## config.mk

```make
export PLATFORM = sky130hd
export DESIGN_NAME = ebtmr_timer
export DESIGN_NICKNAME = d
export VERILOG_FILES = /design/src/inc/ebtmr_pkg.sv /design/src/rtl/ebtmr_timer.sv /design/src/rtl/ebtmr_event_edge.sv
export SDC_FILE = /design/constraint.sdc
export NUM_CORES = 1
export LEC_CHECK = 0
export BUFFER_PORTS_ARGS = -buffer_cell sky130_fd_sc_hd__buf_2
export CELL_PAD_IN_SITES_DETAIL_PLACEMENT = 1
export CELL_PAD_IN_SITES_GLOBAL_PLACEMENT = 2
export CORE_MARGIN = 5
export CORE_UTILIZATION = 33
export DETAILED_ROUTE_END_ITERATION = 16
export PLACE_DENSITY = 0.82
export REMOVE_ABC_BUFFERS = 1
export SYNTH_ARGS = -nofsm -noshare
export SYNTH_HDL_FRONTEND = slang
export SYNTH_SLANG_ARGS = --single-unit
```

## constraint.sdc

```tcl
create_clock -name pclk -period 6.61 [get_ports pclk]
set_input_delay 0.9915 -clock pclk [delete_from_list [all_inputs] [get_ports pclk]]
set_output_delay 0.9915 -clock pclk [all_outputs]
set_load 0.02 [all_outputs]
```

## src/inc/ebtmr_pkg.sv

```systemverilog
// Shared constants for the eight-bit event timer with PWM output
package ebtmr_pkg;

  // ==========================================================================
  // Bus and register geometry
  // ==========================================================================
  localparam int          EBTMR_DATA_W   = 32;
  localparam int          EBTMR_REG_W    = 8;
  localparam int          EBTMR_ADDR_W   = 18;
  localparam int          EBTMR_IDX_W    = 16;
  localparam int          EBTMR_IDX_LSB  = 2;
  localparam logic [1:0]  EBTMR_ALIGN_OK = 2'h0;

  // Register indices, byte address is four times the index
  localparam logic [15:0] EBTMR_IDX_SRC_A   = 16'hff6a;
  localparam logic [15:0] EBTMR_IDX_MODE_A  = 16'hff6b;
  localparam logic [15:0] EBTMR_IDX_COUNT_A = 16'hff6c;
  localparam logic [15:0] EBTMR_IDX_MATCH_A = 16'hff6d;
  localparam logic [15:0] EBTMR_IDX_SRC_B   = 16'hff8c;
  localparam logic [15:0] EBTMR_IDX_MODE_B  = 16'hff43;
  localparam logic [15:0] EBTMR_IDX_COUNT_B = 16'hff8d;
  localparam logic [15:0] EBTMR_IDX_MATCH_B = 16'hff8e;

  // ==========================================================================
  // Field positions of timer_mode_control
  // ==========================================================================
  localparam int EBTMR_BIT_RUN    = 7;
  localparam int EBTMR_BIT_PWM    = 6;
  localparam int EBTMR_BIT_FF_SET = 3;
  localparam int EBTMR_BIT_FF_CLR = 2;
  localparam int EBTMR_BIT_LEVEL  = 1;
  localparam int EBTMR_BIT_OUT_EN = 0;
  localparam int EBTMR_SRC_W      = 3;

  // ==========================================================================
  // Reset values and counter top value
  // ==========================================================================
  localparam logic [7:0] EBTMR_RST_COUNT = 8'h00;
  localparam logic [7:0] EBTMR_RST_MATCH = 8'h00;
  localparam logic [2:0] EBTMR_RST_SRC   = 3'h0;
  localparam logic [7:0] EBTMR_COUNT_TOP = 8'hff;

  // ==========================================================================
  // Count source codes and divider taps (log2 of the division)
  // ==========================================================================
  localparam logic [2:0] EBTMR_SRC_EV_FALL = 3'h0;
  localparam logic [2:0] EBTMR_SRC_EV_RISE = 3'h1;
  localparam logic [2:0] EBTMR_SRC_DIV_LO  = 3'h2;
  localparam int         EBTMR_PRESC_W     = 13;
  localparam int         EBTMR_TAP_N       = 6;
  localparam logic [3:0] EBTMR_TAPS_A [0:5] =
    '{4'h0, 4'h1, 4'h2, 4'h6, 4'h8, 4'hd};
  localparam logic [3:0] EBTMR_TAPS_B [0:5] =
    '{4'h0, 4'h1, 4'h4, 4'h6, 4'h8, 4'hc};

endpackage

```

## src/rtl/ebtmr_timer.sv

```systemverilog
// Eight-bit event timer channel with compare, square wave and PWM output
// Notes on behaviour
// - Eight-bit up-counter, read-only to software
// - Counter advances once per selected count pulse
// - Counter zeroed by reset, stop, clear-mode match
// - Non-PWM match raises the match interrupt
// - PWM match makes output inactive, no interrupt
// - Compare register fully readable and writable
// - Reset loads compare register with zero
// - Codes 000/001 pick event falling/rising edge
// - First channel divides by 1,2,4,64,256,8192
// - Second channel divides by 1,2,16,64,256,4096
// - Reset selects event falling edge as source
// - Run bit starts counting; clearing zeroes and stops
// - Mode bit picks clear-and-restart or free PWM
// - Output low unless output enable set
// - Stopping in PWM forces output inactive
//
// The APB register port was decided locally.
`timescale 1ns/10ps

module ebtmr_timer
  import ebtmr_pkg::*;
#(
  parameter bit SECOND_CHANNEL = 1'b0
)
(
  input  wire logic                    pclk,
  input  wire logic                    presetn,
  input  wire logic                    psel,
  input  wire logic                    penable,
  input  wire logic                    pwrite,
  input  wire logic [EBTMR_ADDR_W-1:0] paddr,
  input  wire logic [EBTMR_DATA_W-1:0] pwdata,
  output logic      [EBTMR_DATA_W-1:0] prdata,
  output logic                         pready,
  output logic                         pslverr,
  input  wire logic                    event_input_pin,
  output logic                         timer_output_pin,
  output logic                         match_irq
);

  // ==========================================================================
  // Channel-dependent register map
  // ==========================================================================
  localparam logic [15:0] IDX_SRC   = SECOND_CHANNEL ? EBTMR_IDX_SRC_B
                                                     : EBTMR_IDX_SRC_A;
  localparam logic [15:0] IDX_MODE  = SECOND_CHANNEL ? EBTMR_IDX_MODE_B
                                                     : EBTMR_IDX_MODE_A;
  localparam logic [15:0] IDX_COUNT = SECOND_CHANNEL ? EBTMR_IDX_COUNT_B
                                                     : EBTMR_IDX_COUNT_A;
  localparam logic [15:0] IDX_MATCH = SECOND_CHANNEL ? EBTMR_IDX_MATCH_B
                                                     : EBTMR_IDX_MATCH_A;

  // ==========================================================================
  // State
  // ==========================================================================
  typedef struct packed {
    logic [EBTMR_PRESC_W-1:0] presc;
    logic [EBTMR_SRC_W-1:0]   src_sel;
    logic                     run;
    logic                     pwm;
    logic                     level_sel;
    logic                     out_en;
    logic [EBTMR_REG_W-1:0]   count;
    logic [EBTMR_REG_W-1:0]   match;
    logic                     timer_ff;
    logic                     pwm_ff;
    logic                     pin;
    logic                     irq;
    logic [EBTMR_REG_W-1:0]   rdata;
    logic                     slverr;
  } ebtmr_state_type;

  ebtmr_state_type st;
  ebtmr_state_type next_st;

  logic                     ev_pulse;
  logic                     ev_rising;
  logic [3:0]               tap;
  logic [EBTMR_PRESC_W-1:0] tap_mask;
  logic                     div_tick;
  logic                     count_pulse;
  logic [EBTMR_IDX_W-1:0]   idx;
  logic                     aligned;
  logic                     hit;
  logic                     setup_ph;
  logic                     wr_acc;
  logic [EBTMR_REG_W-1:0]   mode_rd;
  logic [EBTMR_REG_W-1:0]   rd_mux;
  logic [EBTMR_REG_W-1:0]   wbyte;

  // ==========================================================================
  // Event input edge detector
  // ==========================================================================
  assign ev_rising = (st.src_sel == EBTMR_SRC_EV_RISE);

  ebtmr_event_edge u_event_edge (
    .pclk       (pclk),
    .presetn    (presetn),
    .event_in   (event_input_pin),
    .rising_sel (ev_rising),
    .edge_pulse (ev_pulse)
  );

  // ==========================================================================
  // Count source selection
  // ==========================================================================
  // Tap lookup; event codes fall outside the divider range
  always_comb
  begin
    tap = 4'h0;
    if (st.src_sel >= EBTMR_SRC_DIV_LO)
    begin
      if (SECOND_CHANNEL)
        tap = EBTMR_TAPS_B[st.src_sel - EBTMR_SRC_DIV_LO];
      else
        tap = EBTMR_TAPS_A[st.src_sel - EBTMR_SRC_DIV_LO];
    end
  end

  // Tick when the low tap bits of the free prescaler are all ones
  assign tap_mask = ~({EBTMR_PRESC_W{1'b1}} << tap);
  assign div_tick = &(st.presc | ~tap_mask);

  // Divider ticks are shared with the channel, so a start may lose
  // up to one count period against the first match
  always_comb
  begin
    if (st.src_sel < EBTMR_SRC_DIV_LO)
      count_pulse = ev_pulse;
    else
      count_pulse = div_tick;
  end

  // ==========================================================================
  // APB decode
  // ==========================================================================
  assign idx      = paddr[EBTMR_ADDR_W-1:EBTMR_IDX_LSB];
  assign aligned  = (paddr[EBTMR_IDX_LSB-1:0] == EBTMR_ALIGN_OK);
  assign hit      = aligned && ((idx == IDX_SRC) || (idx == IDX_MODE) ||
                    (idx == IDX_COUNT) || (idx == IDX_MATCH));
  assign setup_ph = psel & ~penable;
  assign wr_acc   = psel & penable & pwrite & ~st.slverr;
  assign wbyte    = pwdata[EBTMR_REG_W-1:0];

  // Flip-flop set and clear bits are write-only and read back zero
  always_comb
  begin
    mode_rd                   = '0;
    mode_rd[EBTMR_BIT_RUN]    = st.run;
    mode_rd[EBTMR_BIT_PWM]    = st.pwm;
    mode_rd[EBTMR_BIT_LEVEL]  = st.level_sel;
    mode_rd[EBTMR_BIT_OUT_EN] = st.out_en;
  end

  // Read mux; unused source bits read zero
  always_comb
  begin
    rd_mux = '0;
    if (aligned)
    begin
      case (idx)
        IDX_SRC:   rd_mux[EBTMR_SRC_W-1:0] = st.src_sel;
        IDX_MODE:  rd_mux = mode_rd;
        IDX_COUNT: rd_mux = st.count;
        IDX_MATCH: rd_mux = st.match;
        default:   rd_mux = '0;
      endcase
    end
  end

  // ==========================================================================
  // Next-state logic
  // ==========================================================================
  always_comb
  begin
    next_st       = st;
    next_st.irq   = 1'b0;
    next_st.presc = st.presc + 1'b1;

    // Read data and error are captured in the setup cycle so that the
    // access cycle answers from flip-flops with no wait state
    if (setup_ph)
    begin
      next_st.rdata  = pwrite ? '0 : rd_mux;
      next_st.slverr = ~hit;
    end

    // Counter and output flip-flops
    if (!st.run)
    begin
      next_st.count  = EBTMR_RST_COUNT;
      next_st.pwm_ff = 1'b0;
    end
    else if (count_pulse)
    begin
      if (!st.pwm)
      begin
        if (st.count == st.match)
        begin
          next_st.count = EBTMR_RST_COUNT;
          next_st.irq   = 1'b1;
          if (st.level_sel)
            next_st.timer_ff = ~st.timer_ff;
        end
        else
          next_st.count = st.count + 1'b1;
      end
      else
      begin
        next_st.count = st.count + 1'b1;
        // Wrap starts the active phase
        if (st.count == EBTMR_COUNT_TOP)
          next_st.pwm_ff = 1'b1;
        // Match ends it without any interrupt
        if (st.count == st.match)
          next_st.pwm_ff = 1'b0;
      end
    end

    // Register writes take effect in the access cycle
    if (wr_acc)
    begin
      case (idx)
        IDX_SRC:
          next_st.src_sel = wbyte[EBTMR_SRC_W-1:0];
        IDX_MODE:
        begin
          next_st.run       = wbyte[EBTMR_BIT_RUN];
          next_st.pwm       = wbyte[EBTMR_BIT_PWM];
          next_st.level_sel = wbyte[EBTMR_BIT_LEVEL];
          next_st.out_en    = wbyte[EBTMR_BIT_OUT_EN];
          // Forcing the flip-flop only applies outside PWM;
          // both bits set is prohibited and ignored
          if (!wbyte[EBTMR_BIT_PWM] &&
              (wbyte[EBTMR_BIT_FF_SET] != wbyte[EBTMR_BIT_FF_CLR]))
            next_st.timer_ff = wbyte[EBTMR_BIT_FF_SET];
        end
        IDX_MATCH:
          next_st.match = wbyte;
        default:
          next_st.match = st.match;
      endcase
    end

    // Pin level follows mode, level and enable regardless of run
    if (!st.out_en)
      next_st.pin = 1'b0;
    else if (st.pwm)
      next_st.pin = st.pwm_ff ^ st.level_sel;
    else
      next_st.pin = st.timer_ff;
  end

  // ==========================================================================
  // State register
  // ==========================================================================
  always_ff @(posedge pclk or negedge presetn)
  begin
    if (!presetn)
    begin
      st         <= '0;
      st.count   <= EBTMR_RST_COUNT;
      st.match   <= EBTMR_RST_MATCH;
      st.src_sel <= EBTMR_RST_SRC;
    end
    else
      st <= next_st;
  end

  // ==========================================================================
  // Outputs
  // ==========================================================================
  assign prdata           = {{(EBTMR_DATA_W-EBTMR_REG_W){1'b0}}, st.rdata};
  assign pready           = 1'b1;
  assign pslverr          = psel & penable & st.slverr;
  assign timer_output_pin = st.pin;
  assign match_irq        = st.irq;

endmodule

```

## src/rtl/ebtmr_event_edge.sv

```systemverilog
// Event input synchroniser and selectable edge detector
`timescale 1ns/10ps

module ebtmr_event_edge
  import ebtmr_pkg::*;
(
  input  wire logic pclk,
  input  wire logic presetn,
  input  wire logic event_in,
  input  wire logic rising_sel,
  output logic      edge_pulse
);

  // ==========================================================================
  // State
  // ==========================================================================
  typedef struct packed {
    logic meta;
    logic sync;
    logic prev;
    logic pulse;
  } ebtmr_edge_type;

  ebtmr_edge_type st;
  ebtmr_edge_type next_st;

  // Only the second stage and its history feed the edge compare
  always_comb
  begin
    next_st       = st;
    next_st.meta  = event_in;
    next_st.sync  = st.meta;
    next_st.prev  = st.sync;
    next_st.pulse = rising_sel ? (st.sync & ~st.prev)
                               : (~st.sync & st.prev);
  end

  // Register the whole state
  always_ff @(posedge pclk or negedge presetn)
  begin
    if (!presetn)
      st <= '0;
    else
      st <= next_st;
  end

  assign edge_pulse = st.pulse;

endmodule

```

After elaboration in Yosys (flattened, before gate mapping)

Memory sizes are Yosys's and may differ from the RTL's.
Cells that the tools add are included.

Register bits: 53
Memory bits (read-only): 32
Bits of input ports: 56
Memories kept: 1

Memories:

| memory          | words | width | rd ports | clocked after Yosys merged registers in | write ports | RTL line           | RTL |
|---|---|---|---|---|---|---|---|
| (no name shown) | 8     | 4     | 1        | 0                                       | 0           | ebtmr_timer.sv:118 | `tap = EBTMR_TAPS_A[st.src_sel - EBTMR_SRC_DIV_LO];` |

Add/sub/neg operators: 3
$lt $le $gt $ge: 3
Equality and inequality tests: 11
Shifts and indexed selects: 1
Muxes and demuxes: 31
Bitwise logic cells: 18
Reduce and logical (&&, ||, !) cells: 12

Operators with widths:

| kind                                                        | count |
|---|---|
| equality test 16 bit (second input constant)                | 4 |
| two-way mux 8 bit                                           | 6 |
| NOT 13 bit                                                  | 2 |
| two-way mux 1 bit                                           | 19 |
| case mux 5 bit (3 select lines)                             | 1 |
| adder 13 x 1 -> 13 bit (second input constant)              | 1 |
| bitwise OR 13 bit                                           | 1 |
| AND reduction 13 bit                                        | 1 |
| left shift 13 x 4 -> 13 bit (first input constant)          | 1 |
| two-way mux 4 bit                                           | 3 |
| case mux 3 bit (4 select lines)                             | 1 |
| adder 8 x 1 -> 8 bit (second input constant)                | 1 |
| equality test 8 bit                                         | 1 |
| equality test 8 bit (second input constant)                 | 1 |
| bitwise AND 1 bit                                           | 7 |
| NOT 1 bit                                                   | 6 |
| AND reduction 2 bit                                         | 3 |
| >= comparator 4 bit (second input constant)                 | 1 |
| NOT 3 -> 4 bit                                              | 1 |
| equality test 3 x 1 -> 1 bit (second input constant)        | 1 |
| >= comparator 3 x 2 -> 1 bit (second input constant)        | 1 |
| logical OR 1 bit                                            | 3 |
| less-than comparator 3 x 2 -> 1 bit (second input constant) | 1 |
| != test 3 x 1 -> 1 bit (second input constant)              | 1 |
| 10 further kinds                                            | 11 |

Logic depth before layout (Yosys ltp)

Word-level depth: 17
Mapped depth: 12
Depth with buffers taken out: 9

Cells and area by module

Synthesis repeated with hierarchy kept, for this count alone.

Cell total of the unflattened synthesis: 300
Area total of the unflattened synthesis: 3,133.0 µm²

Modules (own cells, without submodules):

| module           | instances | cells each | area each (µm²) | seq. area each (µm²) |
|---|---|---|---|---|
| ebtmr_timer      | 1         | 293        | 3,010.4         | 1,226.2 |
| ebtmr_event_edge | 1         | 7          | 122.6           | 100.1 |

Worst setup path after synthesis

Ideal clock, no wire load.

Kind: input port to flip-flop
Start point: input paddr[9]
End point: register st[12] (netlist bit)
Setup time: 0.128 ns
Data arrival time: 2.433 ns
Data required time: 6.482 ns
Path slack: 4.049 ns
Cell stages on the path: 6
Path buffers: 0
Cells stage by stage: nand4bb_1 nor4_1 nand4_1 or3_1 a31oi_1 o22ai_1

RTL lines:

| what                   | RTL line           | RTL |
|---|---|---|
| start: declaration     | ebtmr_timer.sv:33  | `input wire logic [EBTMR_ADDR_W-1:0] paddr,` |
| end signal: assignment | ebtmr_timer.sv:269 | `st <= next_st;` |
| end: declaration       | ebtmr_timer.sv:75  | `ebtmr_state_type st;` |

Worst setup path after layout

Start point: register st[34] (netlist bit)
End point: register st[28] (netlist bit)

Longest elaborated chain between the ends: 13

Ends and longest elaborated chain:

| what                                                  | RTL line           | RTL |
|---|---|---|
| subtractor 3 x 2 -> 3 bit                             | ebtmr_timer.sv:118 |  |
| NOT 3 -> 4 bit (not written as such)                  | ebtmr_timer.sv:118 |  |
| memory read (8 x 4 bit)                               | n/a                |  |
| two-way mux 4 bit (not written as such) (2 in series) | ebtmr_timer.sv:118 |  |
| two-way mux 4 bit                                     | ebtmr_timer.sv:113 | `if (st.src_sel >= EBTMR_SRC_DIV_LO)` |
| left shift 13 x 4 -> 13 bit                           | ebtmr_timer.sv:123 | `assign tap_mask = ~({EBTMR_PRESC_W{1'b1}} << tap);` |
| NOT 13 bit                                            | ebtmr_timer.sv:123 |  |
| NOT 13 bit                                            | ebtmr_timer.sv:124 | `assign div_tick = &(st.presc \| ~tap_mask);` |
| bitwise OR 13 bit                                     | ebtmr_timer.sv:124 |  |
| AND reduction 13 bit                                  | ebtmr_timer.sv:124 |  |
| two-way mux 1 bit *                                   | ebtmr_timer.sv:130 | `if (st.src_sel < EBTMR_SRC_DIV_LO)` |
| != test 2 x 1 -> 1 bit (no source line) *             | n/a                |  |

Mark *: on every way between the ends. The rest lies on a longest branch, timed or not. The select of a mux whose other input is x is not followed.
A chain may end at the register's enable or synchronous reset.

==> impl_metrics.tcl <==
set metrics [dict create \
    min_period_ns 2.953 \
    grt_pass1_vias 2399 \
    place_ws_ns 3.534 \
    synth_area_leaders "dfrtp_1 43%, buf_4 8.6%, mux2_2 6.3%" \
    initial_core_util 0.3350 \
    die_x_um 106.2 \
    cts_hold_buffers 0 \
    cp-end-kind "flop" \
    grt_max_degree 54 \
    track_usage 0.1301 \
    setup_viol 0 \
    multi_input_area_mm2 0.001480 \
    status "finished clean" \
    drt-total-wl_um 7061 \
    ys_types 52 \
    dr.pass1.iters 4 \
    fmax_mhz 338.7 \
    worst_slack_ns 3.657 \
    ys.warnings.count 0 \
    drtAntennaViolNets 0 \
    hold_class "reg2reg" \
    dpl.hpwl_um 5322 \
    ctsLongestPathBuffers 2 \
    r2r-start "st[34]" \
    grt_pass1_wl_um 11950 \
    rr_worst_depth 8 \
    cp_max_fo 11 \
    max-vdd-ir-drop_v 0.00007811 \
    power_leakage_uw 0.001530 \
    placed_cell_area_mm2 0.003186 \
    layout-drive-gt1-share 0.2265 \
    critPathLaunchType "flop" \
    maxCapViolCount 0 \
    nets 399 \
    n_fill_cell 1056 \
    synth.top_cell.area_share 0.4346 \
    io_buffer_count 42 \
    ff2ff_setup_slack_ns 3.66 \
    viasPerCell 5.058 \
    arrival_ns 3.21 \
    synth_area_mm2 0.003052 \
    p_per_area_mw_per_mm2 172.3 \
    diodes 0 \
    h-tree-depth 2 \
    crit_path_end "st[28]" \
    syn_to_final_growth_pct 7.462 \
    ys_seq_elements 53 \
    stdcell_area_mm2 0.003279 \
    yosys.area.top_type "dfrtp_1" \
    drc 0 \
    tightest_slew_ns 0.9827 \
    clock-sinks 53 \
    numCtsBuffers 5 \
    core-area_mm2 0.009109 \
    hold_viol 0 \
    wl_per_cell_um 15.66 \
    io_pins 92 \
    seqCellArea_mm2 0.001326 \
    fin_tns_setup_ns 0 \
    ctsResizeCount 0 \
    cts_setup_buffers 0 \
    avgSynthCellArea_um2 9.908 \
    overflow 0 \
    clock_latency_ns 0.33 \
    path_class "reg2reg" \
    startpoint "st[34]" \
    cts.clk_slew.worst_paths_ns 0.12 \
    skew_ns 0.02318 \
    rsz0062_at_grt "false" \
    antenna_found_initial 0 \
    cts_tree "built" \
    drtIter0Drc 52 \
    syn_inst 308 \
    fp.dieH_um 106.2 \
    dieArea_mm2 0.01127 \
    period_share 0.4467 \
    place_congestion 0.7279 \
    num_rows 35 \
    vias 2281 \
    ys_seq_area_frac 0.4346 \
    crit_required_ns 6.86 \
    slew_headroom 0.3398 \
    final_max_slew_viol_count 0 \
    root_buffer "clkbuf_8" \
    reg2reg_to "st[28]" \
]
==> cell usage after synthesis (all sizes together) <==
| library cell | instances |
|---|---|
| buf | 37 |
| nand3 | 9 |
| conb | 2 |
| nand3b | 1 |
| or4 | 2 |
| o21ai | 24 |
| nand2b | 3 |
| nor2 | 18 |
| nor4 | 3 |
| and2b | 1 |
| mux2i | 5 |
| xnor2 | 15 |
| a32oi | 1 |
| and3 | 10 |
| or3 | 3 |
| o211a | 1 |
| nor4b | 2 |
| a222oi | 2 |
| nand4 | 7 |
| ha | 4 |
| o22ai | 1 |
| nand4bb | 1 |
| a22oi | 4 |
| and4b | 1 |
| nor3 | 4 |
| nor2b | 2 |
| a311oi | 1 |
| clkbuf | 5 |
| dfrtp | 53 |
| o21bai | 1 |
| nor3b | 2 |
| a21oi | 14 |
| nand4b | 5 |
| mux2 | 17 |
| a31oi | 2 |
| a32o | 2 |
| and2 | 5 |
| o211ai | 2 |
| xor2 | 5 |
| nand2 | 25 |
| inv | 6 |
==> per-stage QoR <==
step / util / total power [µW] / instances / hold WS (ns)
after floorplan: - / 351.4 / 289 / 0.3312
after global placement: 0.3497 / 372.7 / 443 / 0.3327
after detailed placement: 0.3497 / 373.3 / 443 / 0.3365
after CTS: 0.3600 / 578.4 / 451 / 0.3590
after global routing: 0.3600 / 594.5 / 451 / 0.3625
final: 0.3600 / 565.1 / 451 / 0.3543
==> how the worst min path moves through the flow <==
stage	start	end	slack, ns	depth (start not counted)
after CTS	u_event_edge.next_st[2]	u_event_edge.next_st[1]	0.36	0
after global placement	u_event_edge.next_st[2]	u_event_edge.next_st[1]	0.33	0
final	u_event_edge.next_st[2]	u_event_edge.next_st[1]	0.35	0
after floorplan	u_event_edge.next_st[2]	u_event_edge.next_st[1]	0.33	0
after detailed placement	u_event_edge.next_st[2]	u_event_edge.next_st[1]	0.34	0
after global routing	u_event_edge.next_st[2]	u_event_edge.next_st[1]	0.36	0
==> where the power goes <==
part / total [µW] / internal, µW / leakage [µW] / switching [µW]
clock network: 198 / 76.9 / 0.0000447 / 122
logic: 39.7 / 10.2 / 0.000786 / 29.5
registers: 327 / 326 / 0.000700 / 1.03
total: 565 / 413 / 0.00153 / 152
==> metal layers <==
layer	share of wire	track usage
met4	0.0072	0.02498
met1	0.46	0.1686
met5	0	0
met2	0.48	0.2190
met3	0.060	0.03522
==> cell type report <==
type / instances / share of cell area
clock buffer: 5 / 0.02098
multi-input combinational: 230 / 0.4514
inverter: 6 / 0.006868
sequential: 53 / 0.4044
tap: 111 / 0.04235
timing repair buffer: 43 / 0.06639
clock inverter: 3 / 0.007631
==> sequential cells by signal, indices dropped and copies added (netlist names) <==
signal and count:
prdata 8, st 35, u_event_edge.st 1, timer_output_pin 1, mode_rd 4, u_event_edge.next_st 2, match_irq 1, u_event_edge.edge_pulse 1
==> kinds of logic (layout without fill, tap and decap cells) <==
logic type | count (synthesis) | in the layout | synth area share
buf+inv | 48 | 57 | 0.1086
xor+xnor | 20 | 20 | 0.05740
fa+ha+maj | 4 | 4 | 0.01640
compound gates | 55 | 55 | 0.1082
other cells | 2 | 25 | 0.002461
flops | 53 | 53 | 0.4346
mux | 22 | 22 | 0.08323
simple gates | 104 | 104 | 0.1890
==> layout by cell type, fill, tap and decap left out, types with 2 or more instances in the layout <==
cell       n
inv_1      6
nor4b_1    2
buf_2     42
mux2_2    17
nand4_1    7
a22oi_1    4
o211ai_1   2
dfrtp_1   53
nor2b_1    2
o21ai_0   23
or3_1      3
or4_1      2
and2_1     3
xor2_1     5
nor4_1     3
nor2_1    18
a31oi_1    2
clkbuf_8   5
and3_2     2
and2_2     2
ha_1       4
a222oi_1   2
nand3_1    8
xnor2_1   15
nor3_1     4
nand4b_1   5
nand2b_1   3
nand2_1   25
a21oi_1   14
and3_1     8
mux2i_1    4
conb_1    25
==> worst max-delay path: stages, from the launching register on <==
cell	delay (ns)
dfrtp_1	0.57
inv_1	0.15
ha_1	0.40
nor4b_1	0.32
nor2_1	0.12
a32o_2	0.25
a32oi_1	0.67
o21ai_0	0.22
a21oi_1	0.19
(Power assumes the default switching activity.)
